File: src/design/clock_watch_defs.svh
// Offsets, field positions, reset values and timing counts of the clock
// watch status block. Included by the package user files; definitions only.
`ifndef CLOCK_WATCH_DEFS_SVH
`define CLOCK_WATCH_DEFS_SVH
`define CW_OFF_CTRL 8'h00
`define CW_OFF_FLAGS 8'h04
`define CW_OFF_STATUS 8'h08
`define CW_BIT_LOCK_IE 0
`define CW_BIT_SC_IE 1
`define CW_BIT_SC_ALLOW 2
`define CW_BIT_WATCH_EN 3
`define CW_BIT_LOCK_FLAG 0
`define CW_BIT_SC_FLAG 1
`define CW_BIT_ST_LOCK 0
`define CW_BIT_ST_SC 1
`define CW_BIT_ST_OSC_SEL 2
`define CW_BIT_ST_WATCH_FAIL 3
`define CW_BIT_ST_QC_BUSY 4
`define CW_CTRL_RESET 4'hc
`define CW_QC_WINDOWS 50
`define CW_WATCH_DELAY_NS 1000
`define CW_CLK_PERIOD_NS 4
`define CW_WATCH_CYCLES (`CW_WATCH_DELAY_NS / `CW_CLK_PERIOD_NS)
`endif

File: src/design/clock_watch_pkg.sv
// Types shared by the clock watch status block.
// Assumes the defines header is included by the design file.
package clock_watch_pkg;
  typedef enum logic [2:0]
  {
    QC_IDLE = 3'b001,
    QC_RUN = 3'b010,
    QC_DONE = 3'b100
  } qc_state_e;
  typedef logic [31:0] word_t;
endpackage

File: src/design/clock_monitor_status_irq.sv
// Status, interrupt and clock watch logic of a clock and reset generator.
// Assumes an AHB-Lite master, a synchronous osc_ref_clock sample and a
// clock quality result supplied by the analog checker.
//
// Overview of operation
// Lock-change flag sets on every change of PLL lock state.
// Lock-change flag clears only on software writing one.
// Lock interrupt request blocked while its enable is zero.
// Self-clock change flag sets on entering and leaving self-clock mode.
// Self-clock condition may change only while self-clock allow is one; a watch reset also sets it while allow is zero.
// Failed quality check after resets or stop recovery enters self-clock.
// With watch enabled and allow set, reference loss enters self-clock.
// Self-clock interrupt request blocked while its enable is zero.
// Self-clock change flag clears only on software writing one.
// Oscillator type select is latched at reset release and held.
// Latched zero picks low-power oscillator, one picks full swing.
// Buffered crystal input serves as the internal reference clock.
// Missing reference edge in window fails; self-clock or reset follows.
// No failure while watch is disabled or edges keep arriving.
// Watch delay runs apart from device clocks, seeing stopped references.
// Watch reset sets enable and allow, enters self-clock, starts reset.
// Stop recovery runs up to 50 check windows, then falls back.
// Each interrupt is flag AND enable, held until cleared.
`include "clock_watch_defs.svh"
`timescale 1ns/10ps
`default_nettype none
module clock_monitor_status_irq
  import clock_watch_pkg::*;
#(
  parameter int WATCH_CYCLES = `CW_WATCH_CYCLES,
  parameter int QC_WINDOWS = `CW_QC_WINDOWS
)
(
  input wire logic clk_sys,
  input wire logic reset_n,
  input wire logic hsel,
  input wire logic [31:0] haddr,
  input wire logic [1:0] htrans,
  input wire logic hwrite,
  input wire logic [2:0] hsize,
  input wire logic [31:0] hwdata,
  input wire logic hready,
  output logic [31:0] hrdata,
  output logic hreadyout,
  output logic hresp,
  input wire logic pll_lock,
  input wire logic osc_type_select,
  input wire logic crystal_in,
  input wire logic qc_start,
  input wire logic qc_window_end,
  input wire logic qc_window_ok,
  output logic osc_ref_clock,
  output logic osc_low_power_sel,
  output logic self_clock_condition,
  output logic watch_reset_req,
  output logic lock_irq,
  output logic self_clock_irq
);

  logic lock_irq_enable;
  logic self_clock_irq_enable;
  logic self_clock_allow;
  logic clock_watch_enable;
  logic lock_change_flag;
  logic self_clock_change_flag;
  logic osc_sel_r;
  logic reset_seen_r;
  logic lock_prev_r;
  logic ref_prev_r;
  logic watch_fail_r;
  logic [31:0] watch_cnt_r;
  logic [6:0] qc_cnt_r;
  qc_state_e qc_state_r;
  logic qc_fail;
  logic sc_enter;
  logic sc_leave;
  logic sc_prev_r;
  logic ph_valid_r;
  logic ph_write_r;
  logic [7:0] ph_addr_r;
  logic wr_ctrl;
  logic wr_flags;

  function automatic logic hit(input logic [7:0] a, input logic [7:0] off);
    hit = (a == off);
  endfunction

  // AHB-Lite slave: zero wait states, always OKAY, unmapped reads as zero.
  assign hreadyout = 1'b1;
  assign hresp = 1'b0;

  always_ff @(posedge clk_sys or negedge reset_n)
  begin
    if (!reset_n)
    begin
      ph_valid_r <= 1'b0;
      ph_write_r <= 1'b0;
      ph_addr_r <= 8'h00;
    end
    else if (hready)
    begin
      ph_valid_r <= hsel && htrans[1];
      ph_write_r <= hwrite;
      ph_addr_r <= haddr[7:0];
    end
  end

  assign wr_ctrl = ph_valid_r && ph_write_r && hit(ph_addr_r, `CW_OFF_CTRL);
  assign wr_flags = ph_valid_r && ph_write_r
    && hit(ph_addr_r, `CW_OFF_FLAGS);

  // A monitor reset reloads allow and enable as well as the other bits.
  always_ff @(posedge clk_sys or negedge reset_n)
  begin
    if (!reset_n)
    begin
      lock_irq_enable <= 1'b0;
      self_clock_irq_enable <= 1'b0;
      self_clock_allow <= 1'b1;
      clock_watch_enable <= 1'b1;
    end
    else if (watch_reset_req)
    begin
      lock_irq_enable <= 1'b0;
      self_clock_irq_enable <= 1'b0;
      self_clock_allow <= 1'b1;
      clock_watch_enable <= 1'b1;
    end
    else if (wr_ctrl)
    begin
      lock_irq_enable <= hwdata[`CW_BIT_LOCK_IE];
      self_clock_irq_enable <= hwdata[`CW_BIT_SC_IE];
      self_clock_allow <= hwdata[`CW_BIT_SC_ALLOW];
      clock_watch_enable <= hwdata[`CW_BIT_WATCH_EN];
    end
  end

  always_ff @(posedge clk_sys or negedge reset_n)
  begin
    if (!reset_n)
    begin
      hrdata <= 32'h0000_0000;
    end
    else if (hready && hsel && htrans[1] && !hwrite)
    begin
      hrdata <= 32'h0000_0000;
      if (hit(haddr[7:0], `CW_OFF_CTRL))
      begin
        hrdata[`CW_BIT_LOCK_IE] <= lock_irq_enable;
        hrdata[`CW_BIT_SC_IE] <= self_clock_irq_enable;
        hrdata[`CW_BIT_SC_ALLOW] <= self_clock_allow;
        hrdata[`CW_BIT_WATCH_EN] <= clock_watch_enable;
      end
      else if (hit(haddr[7:0], `CW_OFF_FLAGS))
      begin
        hrdata[`CW_BIT_LOCK_FLAG] <= lock_change_flag;
        hrdata[`CW_BIT_SC_FLAG] <= self_clock_change_flag;
      end
      else if (hit(haddr[7:0], `CW_OFF_STATUS))
      begin
        hrdata[`CW_BIT_ST_LOCK] <= lock_prev_r;
        hrdata[`CW_BIT_ST_SC] <= self_clock_condition;
        hrdata[`CW_BIT_ST_OSC_SEL] <= osc_sel_r;
        hrdata[`CW_BIT_ST_WATCH_FAIL] <= watch_fail_r;
        hrdata[`CW_BIT_ST_QC_BUSY] <= (qc_state_r == QC_RUN);
      end
    end
  end

  // The strap is caught on the first clock after reset release.
  always_ff @(posedge clk_sys or negedge reset_n)
  begin
    if (!reset_n)
    begin
      reset_seen_r <= 1'b0;
      osc_sel_r <= 1'b0;
    end
    else if (!reset_seen_r)
    begin
      reset_seen_r <= 1'b1;
      osc_sel_r <= osc_type_select;
    end
  end

  assign osc_low_power_sel = !osc_sel_r;

  // The reference is passed through as a buffered copy of the crystal pin.
  always_ff @(posedge clk_sys or negedge reset_n)
  begin
    if (!reset_n)
    begin
      osc_ref_clock <= 1'b0;
    end
    else
    begin
      osc_ref_clock <= crystal_in;
    end
  end

  // The delay counter stands for the analog timer, so it does not depend on
  // the derived reference; a gated system clock would defeat it.
  always_ff @(posedge clk_sys or negedge reset_n)
  begin
    if (!reset_n)
    begin
      ref_prev_r <= 1'b0;
      watch_cnt_r <= 32'h0000_0000;
      watch_fail_r <= 1'b0;
    end
    else
    begin
      ref_prev_r <= osc_ref_clock;
      if (!clock_watch_enable || (osc_ref_clock != ref_prev_r))
      begin
        watch_cnt_r <= 32'h0000_0000;
        watch_fail_r <= 1'b0;
      end
      else if (watch_cnt_r >= 32'(WATCH_CYCLES - 1))
      begin
        watch_fail_r <= 1'b1;
      end
      else
      begin
        watch_cnt_r <= watch_cnt_r + 32'h0000_0001;
      end
    end
  end

  // Quality check: up to QC_WINDOWS windows, stopping at the first good one.
  always_ff @(posedge clk_sys or negedge reset_n)
  begin
    if (!reset_n)
    begin
      qc_state_r <= QC_IDLE;
      qc_cnt_r <= 7'h00;
    end
    else
    begin
      case (qc_state_r)
        QC_IDLE:
        begin
          if (qc_start)
          begin
            qc_state_r <= QC_RUN;
            qc_cnt_r <= 7'h00;
          end
        end
        QC_RUN:
        begin
          if (qc_window_end)
          begin
            if (qc_window_ok || (qc_cnt_r == 7'(QC_WINDOWS - 1)))
            begin
              qc_state_r <= QC_DONE;
            end
            qc_cnt_r <= qc_cnt_r + 7'h01;
          end
        end
        QC_DONE:
        begin
          qc_state_r <= QC_IDLE;
        end
        default:
        begin
          qc_state_r <= QC_IDLE;
        end
      endcase
    end
  end

  assign qc_fail = (qc_state_r == QC_RUN) && qc_window_end && !qc_window_ok
    && (qc_cnt_r == 7'(QC_WINDOWS - 1));

  // The failure paths either enter self-clock or ask for a monitor reset.
  assign sc_enter = self_clock_allow
    && (qc_fail || (watch_fail_r && clock_watch_enable));
  assign sc_leave = self_clock_allow && (qc_state_r == QC_RUN)
    && qc_window_end && qc_window_ok && !watch_fail_r;
  assign watch_reset_req = !self_clock_allow
    && ((watch_fail_r && clock_watch_enable) || qc_fail);

  always_ff @(posedge clk_sys or negedge reset_n)
  begin
    if (!reset_n)
    begin
      self_clock_condition <= 1'b0;
    end
    else if (watch_reset_req)
    begin
      self_clock_condition <= 1'b1;
    end
    else if (sc_enter)
    begin
      self_clock_condition <= 1'b1;
    end
    else if (sc_leave)
    begin
      self_clock_condition <= 1'b0;
    end
  end

  // Setting beats the software clear so that no change event is lost.
  always_ff @(posedge clk_sys or negedge reset_n)
  begin
    if (!reset_n)
    begin
      lock_prev_r <= 1'b0;
      sc_prev_r <= 1'b0;
      lock_change_flag <= 1'b0;
      self_clock_change_flag <= 1'b0;
    end
    else
    begin
      lock_prev_r <= pll_lock;
      sc_prev_r <= self_clock_condition;
      if (pll_lock != lock_prev_r)
      begin
        lock_change_flag <= 1'b1;
      end
      else if (wr_flags && hwdata[`CW_BIT_LOCK_FLAG])
      begin
        lock_change_flag <= 1'b0;
      end
      if (self_clock_condition != sc_prev_r)
      begin
        self_clock_change_flag <= 1'b1;
      end
      else if (wr_flags && hwdata[`CW_BIT_SC_FLAG])
      begin
        self_clock_change_flag <= 1'b0;
      end
    end
  end

  assign lock_irq = lock_change_flag && lock_irq_enable;
  assign self_clock_irq = self_clock_change_flag
    && self_clock_irq_enable;

  property p_lock_set;
    @(posedge clk_sys) disable iff (!reset_n)
    (pll_lock != lock_prev_r) |=> lock_change_flag;
  endproperty
  a_lock_set: assert property (p_lock_set)
    else $error("lock change flag not set after lock change");

  property p_lock_hold;
    @(posedge clk_sys) disable iff (!reset_n)
    lock_change_flag && !(wr_flags && hwdata[`CW_BIT_LOCK_FLAG])
      |=> lock_change_flag;
  endproperty
  a_lock_hold: assert property (p_lock_hold)
    else $error("lock change flag cleared without a write of one");

  property p_lock_irq;
    @(posedge clk_sys) disable iff (!reset_n)
    !lock_irq_enable |-> !lock_irq;
  endproperty
  a_lock_irq: assert property (p_lock_irq)
    else $error("lock interrupt raised while disabled");

  property p_sc_set;
    @(posedge clk_sys) disable iff (!reset_n)
    $changed(self_clock_condition) |=> self_clock_change_flag;
  endproperty
  a_sc_set: assert property (p_sc_set)
    else $error("self clock flag not set after mode change");

  property p_sc_gate;
    @(posedge clk_sys) disable iff (!reset_n)
    (!self_clock_allow && !watch_reset_req)
      |=> $stable(self_clock_condition);
  endproperty
  a_sc_gate: assert property (p_sc_gate)
    else $error("self clock mode changed while not allowed");

  property p_watch_sc;
    @(posedge clk_sys) disable iff (!reset_n)
    (watch_fail_r && clock_watch_enable && self_clock_allow)
      |=> self_clock_condition;
  endproperty
  a_watch_sc: assert property (p_watch_sc)
    else $error("reference loss did not enter self clock mode");

  property p_sc_irq;
    @(posedge clk_sys) disable iff (!reset_n)
    self_clock_irq == (self_clock_change_flag && self_clock_irq_enable);
  endproperty
  a_sc_irq: assert property (p_sc_irq)
    else $error("self clock interrupt wrong");

  property p_watch_quiet;
    @(posedge clk_sys) disable iff (!reset_n)
    !clock_watch_enable |=> !watch_fail_r;
  endproperty
  a_watch_quiet: assert property (p_watch_quiet)
    else $error("watch failure while disabled");

  property p_watch_rst;
    @(posedge clk_sys) disable iff (!reset_n)
    watch_reset_req |=> self_clock_allow && clock_watch_enable
      && self_clock_condition;
  endproperty
  a_watch_rst: assert property (p_watch_rst)
    else $error("monitor reset did not restore allow and enable");

endmodule
`default_nettype wire

File: config.mk
export PLATFORM = sky130hd
export DESIGN_NAME = clock_monitor_status_irq
export DESIGN_NICKNAME = d
export VERILOG_FILES = /design/src/design/clock_watch_pkg.sv /design/src/design/clock_monitor_status_irq.sv
export VERILOG_INCLUDE_DIRS = /design/src /design/src/design
export SDC_FILE = /design/constraint.sdc
export NUM_CORES = 1
export LEC_CHECK = 0
export BUFFER_PORTS_ARGS = -buffer_cell sky130_fd_sc_hd__buf_4
export CORE_MARGIN = 2
export CORE_UTILIZATION = 49
export CTS_BUF_LIST = sky130_fd_sc_hd__clkbuf_8 sky130_fd_sc_hd__clkbuf_16
export DETAILED_ROUTE_END_ITERATION = 8
export GPL_ROUTABILITY_DRIVEN = 1
export HOLD_SLACK_MARGIN = 0.05
export PLACE_DENSITY = 0.8
export SYNTH_ARGS = -nofsm -noshare
export SYNTH_HDL_FRONTEND = slang
export SYNTH_SLANG_ARGS = --single-unit
File: constraint.sdc
create_clock -name clk_sys -period 2.55 [get_ports clk_sys]
set_clock_uncertainty 0.2 [all_clocks]
set_input_delay 0.255 -clock clk_sys [delete_from_list [all_inputs] [get_ports clk_sys]]
set_output_delay 0.255 -clock clk_sys [all_outputs]
set_load 0.01 [all_outputs]
# Yosys cells after proc, flatten, opt, wreduce, memory -nomap -nowiden
# Cells that the tools add are included.
[totals]
ff_bits = 71
output_inout_bits = 40
wordCells = 108
inputBits = 80
[classes]
reduce_logical = 40
eq_ne = 13
order_cmp = 1
n_mux = 31
addsub = 2
[op_table]
columns = ["op", "count"]
rows = [
  ["$mux W32", 2],
  ["$add A32 B1 Y32 const B", 1],
  ["$ge A32 B8 Y1 const B", 1],
  ["$logic_and A1 B1 Y1", 21],
  ["$mux W1", 18],
  ["$eq A8 B3 Y1 const B", 2],
  ["$logic_not A8 Y1", 2],
  ["$mux W7", 2],
  ["$pmux W7 S2", 1],
  ["$mux W3", 4],
  ["$reduce_bool A2 Y1", 5],
  ["$eq A8 B4 Y1 const B", 1],
  ["$add A7 B1 Y7 const B", 1],
  ["$eq A7 B6 Y1 const B", 1],
  ["$logic_not A1 Y1", 6],
  ["$ne A2 B2 Y1 const B", 3],
  ["$pmux W3 S2", 1],
  ["$reduce_and A3 Y1", 2],
  ["$mux W5", 1],
  ["$mux W4", 1],
  ["$eq A3 B1 Y1 const B", 1],
  ["$eq A3 B2 Y1 const B", 1],
  ["$logic_or A1 B1 Y1", 3],
  ["$ne A1 B1 Y1", 3],
  ["other kinds (3)", 3],
]

# Depth between registers and ports, before layout
[logic_depth]
depth_word = 8
mapped_depth = 8

# Worst setup path before layout
# OpenSTA, ideal clock, no wires.
[synth_timing]
kind = "reg-to-reg"
startpoint = "register watch_cnt_r[0]"
endpoint = "register watch_cnt_r[5]"
setup_time_ns = 0.079
synth_period_minus_slack_ns = 2.175
setup_slack_ns = 0.375
stages_incl_launch_ff = 7
arrival_ns = 1.896
n_path_buf = 1
path_cell_list = "dfrtp_1 -> ha_1 -> o311a_1 -> or3_1 -> clkbuf_2 -> or4_1 -> a21oi_1"
[synth_via]
elab_chain_len = 3
elab_cells_between_ends = 5
[synth_rtl]
columns = ["item", "line_no", "source"]
rows = [
  ["start, declared", "clock_monitor_status_irq.sv:71", "logic [31:0] watch_cnt_r;"],
  ["start signal, assigned", "clock_monitor_status_irq.sv:224", "watch_cnt_r <= watch_cnt_r + 32'h0000_0001;"],
  ["$add A32 B1 Y32", "clock_monitor_status_irq.sv:224", ""],
  ["$mux W32", "clock_monitor_status_irq.sv:218", "else if (watch_cnt_r >= 32'(WATCH_CYCLES - 1))"],
  ["$mux W32", "clock_monitor_status_irq.sv:213", "if (!clock_watch_enable || (osc_ref_clock != ref_prev_r))"],
]
# Several ways; a longest one is shown, not always the timed one. The select of a mux whose other input is x is not followed.
# A chain may end at the register's enable or synchronous reset.

# Final worst setup path
[layout_timing]
startpoint = "register qc_state_r[2]"
endpoint = "output port watch_reset_req"
[layout_via]
elab_chain_len = 6
[layout_rtl]
columns = ["item", "line_no", "source"]
rows = [
  ["start, declared", "clock_monitor_status_irq.sv:73", "qc_state_e qc_state_r;"],
  ["start signal, assigned", "clock_monitor_status_irq.sv:234", "qc_state_r <= QC_IDLE;"],
  ["start signal, assigned", "clock_monitor_status_irq.sv:244", "qc_state_r <= QC_RUN;"],
  ["start signal, assigned", "clock_monitor_status_irq.sv:254", "qc_state_r <= QC_DONE;"],
  ["$eq A3 B2 Y1", "clock_monitor_status_irq.sv:271", "assign qc_fail = (qc_state_r == QC_RUN) && qc_window_end && !qc_window_ok"],
  ["$logic_and A1 B1 Y1 (2 in a row)", "clock_monitor_status_irq.sv:271", ""],
  ["$logic_and A1 B1 Y1", "clock_monitor_status_irq.sv:272", "&& (qc_cnt_r == 7'(QC_WINDOWS - 1));"],
  ["$logic_or A1 B1 Y1", "clock_monitor_status_irq.sv:280", "&& ((watch_fail_r && clock_watch_enable) || qc_fail);"],
  ["$logic_and A1 B1 Y1", "clock_monitor_status_irq.sv:280", ""],
  ["end, declared", "clock_monitor_status_irq.sv:55", "output logic watch_reset_req,"],
]
# Every way passes these cells.

==> impl_metrics.toml <==
[die]
die_area_mm2 = 0.00722
pin_count = 120
die_h_um = 85.0
initial_core_util_pct = 50.6
rows = 29
fp.dieW_um = 85.0
core_area_mm2 = 0.00635

[clocking]
postCtsSetupBuffers = 0
clk_pin_slew_ns = 0.08
cts_buffers = 9
cts_buffer_depth = 2
htree_levels = 3
cts_tree = "yes"
cts.sinks = 71
clk_latency_ns = 0.34
clk_root_buffer_cell = "clkbuf_8"

[sta]
drv_slew = 0
period_share_pct = 92.1
rsz0062_at_grt = "false"
fmax_mhz = 426
hold_violations = 0
fin_crit_ns = 2.35
setup_viol = 0
tns_ns = 0
slew_headroom_pct = 42.0
worstMarginPinSlew_ns = 0.870

[placed_design]
gp_congestion = 0.794
dp_hpwl_um = 3830
io_buffer_count = 34

[synth]
netlist_instances = 289
synth_area_leaders = "dfrtp_1 53%, buf_4 6.8%, and3_1 4.7%"
yosysTopAreaCell = "dfrtp_1"
synthDistinctLibCells = 42
yosysTopAreaCellShare_pct = 53.0
ys_seq_area_share_pct = 55.4
ys_seq_elements = 71
yosysWarnings = 0
syn_area_per_cell_um2 = 11.1
synth_ff_type = "dfrtp_1"
synth_edf_count = 0
async_reset_ff_share_pct = 100
syn-cell-area_mm2 = 0.00321

[global_route]
gr-usage-met2_pct = 28.3
grt_use_total_pct = 18.2
grtUsageMet3_pct = 6.23
grt_max_degree = 72
grt_pass1_vias = 2153
antenna_found_initial = 0
grt_pass1_wl_um = 10200
overflow = 0
met1_usage_pct = 24.4
top_usage_layer = "met2"

[drt]
drc = 0
drt_iter0_drc = 142
wirelength_um = 5930
wire_per_inst_um = 13.7
ant_nets = 0
vias = 2228
avgViaCountPerCell = 5.16
firstDrtPassIters = 4

[pwr]
peakVddDrop_v = 0.000431
leakage_uw = 0.00197
power.density_mw_per_mm2 = 604

[layout]
fin_nets = 436
syn2layout_area_growth_pct = 20.8
fillers = 496
drive_gt1_share_pct = 20.8
final_util_pct = 61.1
insertedDiodeCount = 0

[setup_path]
worst-path-max-fanout = 8
worstPathArrival_ns = 1.89
crit_required_ns = 2.10
end_kind = "output pin"
crit_type = "reg -> out"
startpoint_type = "flip-flop"

[job]
maxCapViolCount = 0

[worst_hold_path]
min_path_type = "in -> reg"

[run_status]
status = "completed"
[power by group]
| part | internal (µW) | total (µW) | leakage (µW) | switching, µW |
|---|---|---|---|---|
| logic | 119 | 261 | 0.000934 | 141 |
| registers | 1180 | 1220 | 0.000942 | 38.1 |
| clock network | 466 | 860 | 0.0000993 | 394 |
| total | 1770 | 2340 | 0.00197 | 574 |
[cell usage in the layout, fill, tap and decap left out, drive strengths merged, types with 2 or more instances in the layout]
master	instances
dfrtp	68
buf	38
conb	30
and3	26
dlygate4sd3	24
nand2	23
nor2	14
o21ai	11
nor4	11
inv	10
clkbuf	10
mux2	9
mux2i	8
or3	6
a21oi	6
xor2	6
nand3	5
ha	5
o31ai	4
a21o	4
and2	4
xnor2	3
nand4	3
dfstp	3
nand2b	2
nor4b	2
nor3	2
o21a	2
nand4b	2
clkinv	2
[final timing paths]
check	from	end	slack [ns]	depth (start not counted)
hold / removal	hready	ph_write_r$_DFFE_PN0P_	0.08	2
setup / recovery	qc_state_r[2]$_DFFE_PN0P_	watch_reset_req	0.20	6
min in group asynchronous	reset_n	watch_cnt_r[31]$_DFFE_PN0P_	0.38	2
hold reg to reg	osc_ref_clock$_DFF_PN0_	ref_prev_r$_DFF_PN0_	0.23	0
setup reg to reg	watch_cnt_r[0]$_DFFE_PN0P_	watch_cnt_r[5]$_DFFE_PN0P_	0.26	5
max in group asynchronous	reset_n	watch_cnt_r[4]$_DFFE_PN0P_	1.22	2
[layout make-up]
class,instances,area (µm²),share of cell area (%)
clock buffer,10,138,3.55
timing repair buffer,62,526,13.5
tap,77,96.3,2.48
sequential,71,1780,45.9
clock inverter,5,51.3,1.32
multi-input combinational,198,1250,32.3
inverter,9,33.8,0.871
[registers in the layout, indices dropped and copies added (netlist names)]
name / flops
clock_watch_enable: 1
hrdata: 5
lock_change_flag: 1
lock_irq_enable: 1
lock_prev_r: 1
osc_ref_clock: 1
osc_sel_r: 1
ph_addr_r: 8
ph_valid_r: 1
ph_write_r: 1
qc_cnt_r: 7
qc_state_r: 3
ref_prev_r: 1
reset_seen_r: 1
sc_prev_r: 1
self_clock_allow: 1
self_clock_change_flag: 1
self_clock_condition: 1
self_clock_irq_enable: 1
watch_cnt_r: 32
watch_fail_r: 1
[kinds of logic after synthesis]
| logic type | after synthesis | synth area share, % |
|---|---|---|
| buf+inv | 48 | 9.04 |
| compound gates | 31 | 6.16 |
| mux | 17 | 5.65 |
| other cells | 2 | 0.234 |
| fa+ha+maj | 5 | 1.95 |
| flops | 71 | 55.4 |
| simple gates | 106 | 19.1 |
| xor+xnor | 9 | 2.45 |
[metrics by stage]
step | power [µW] | std cells | setup slack [ns] | hold WS, ns | cell area, µm²
after CTS | 2360 | 432 | 0.109 | 0.0588 | 3870
after detailed placement | 1470 | 393 | 0.249 | 0.169 | 3440
after floorplan | 1400 | 317 | 0.375 | -0.241 | 3320
after global placement | 1460 | 393 | 0.339 | 0.165 | 3440
after global routing | 2460 | 432 | 0.0558 | 0.0797 | 3880
final | 2340 | 432 | 0.202 | 0.0812 | 3880
[cells in the mapped netlist, drive strengths merged (2+ instances only)]
library cell	instances
o21a	2
nor2	14
or3	6
dfrtp	68
inv	9
and3	26
ha	5
dfstp	3
conb	2
nor4b	2
nand2b	2
nand2	23
and2	4
a21oi	6
xnor2	3
nor4	11
nand4b	2
xor2	6
o31ai	4
buf	30
nand4	3
nor3	2
clkbuf	9
a21o	4
mux2i	8
nand3	5
mux2	9
o21ai	11
[critical path, cell delays in order, from the launching register on]
cell and delay, ns:
dfrtp_1 0.41, nor3b_2 0.30, and2_2 0.28, a32o_1 0.21, nand2b_1 0.09, inv_1 0.12, buf_4 0.14
[layer usage]
| metal | part of all wire, % | wire, µm |
|---|---|---|
| met1 | 46 | 2700 |
| met2 | 48 | 2850 |
| met3 | 5.5 | 327 |
| met4 | 0.78 | 46 |
| met5 | 0 | 0 |
[timing repair]
item,in CTS,in global routing
hold buffers,24,0
resized for setup,0,2
endpoints found under the hold margin,93,0
setup endpoints to repair,0,1
No activity file was read; power rests on OpenSTA's default activity.
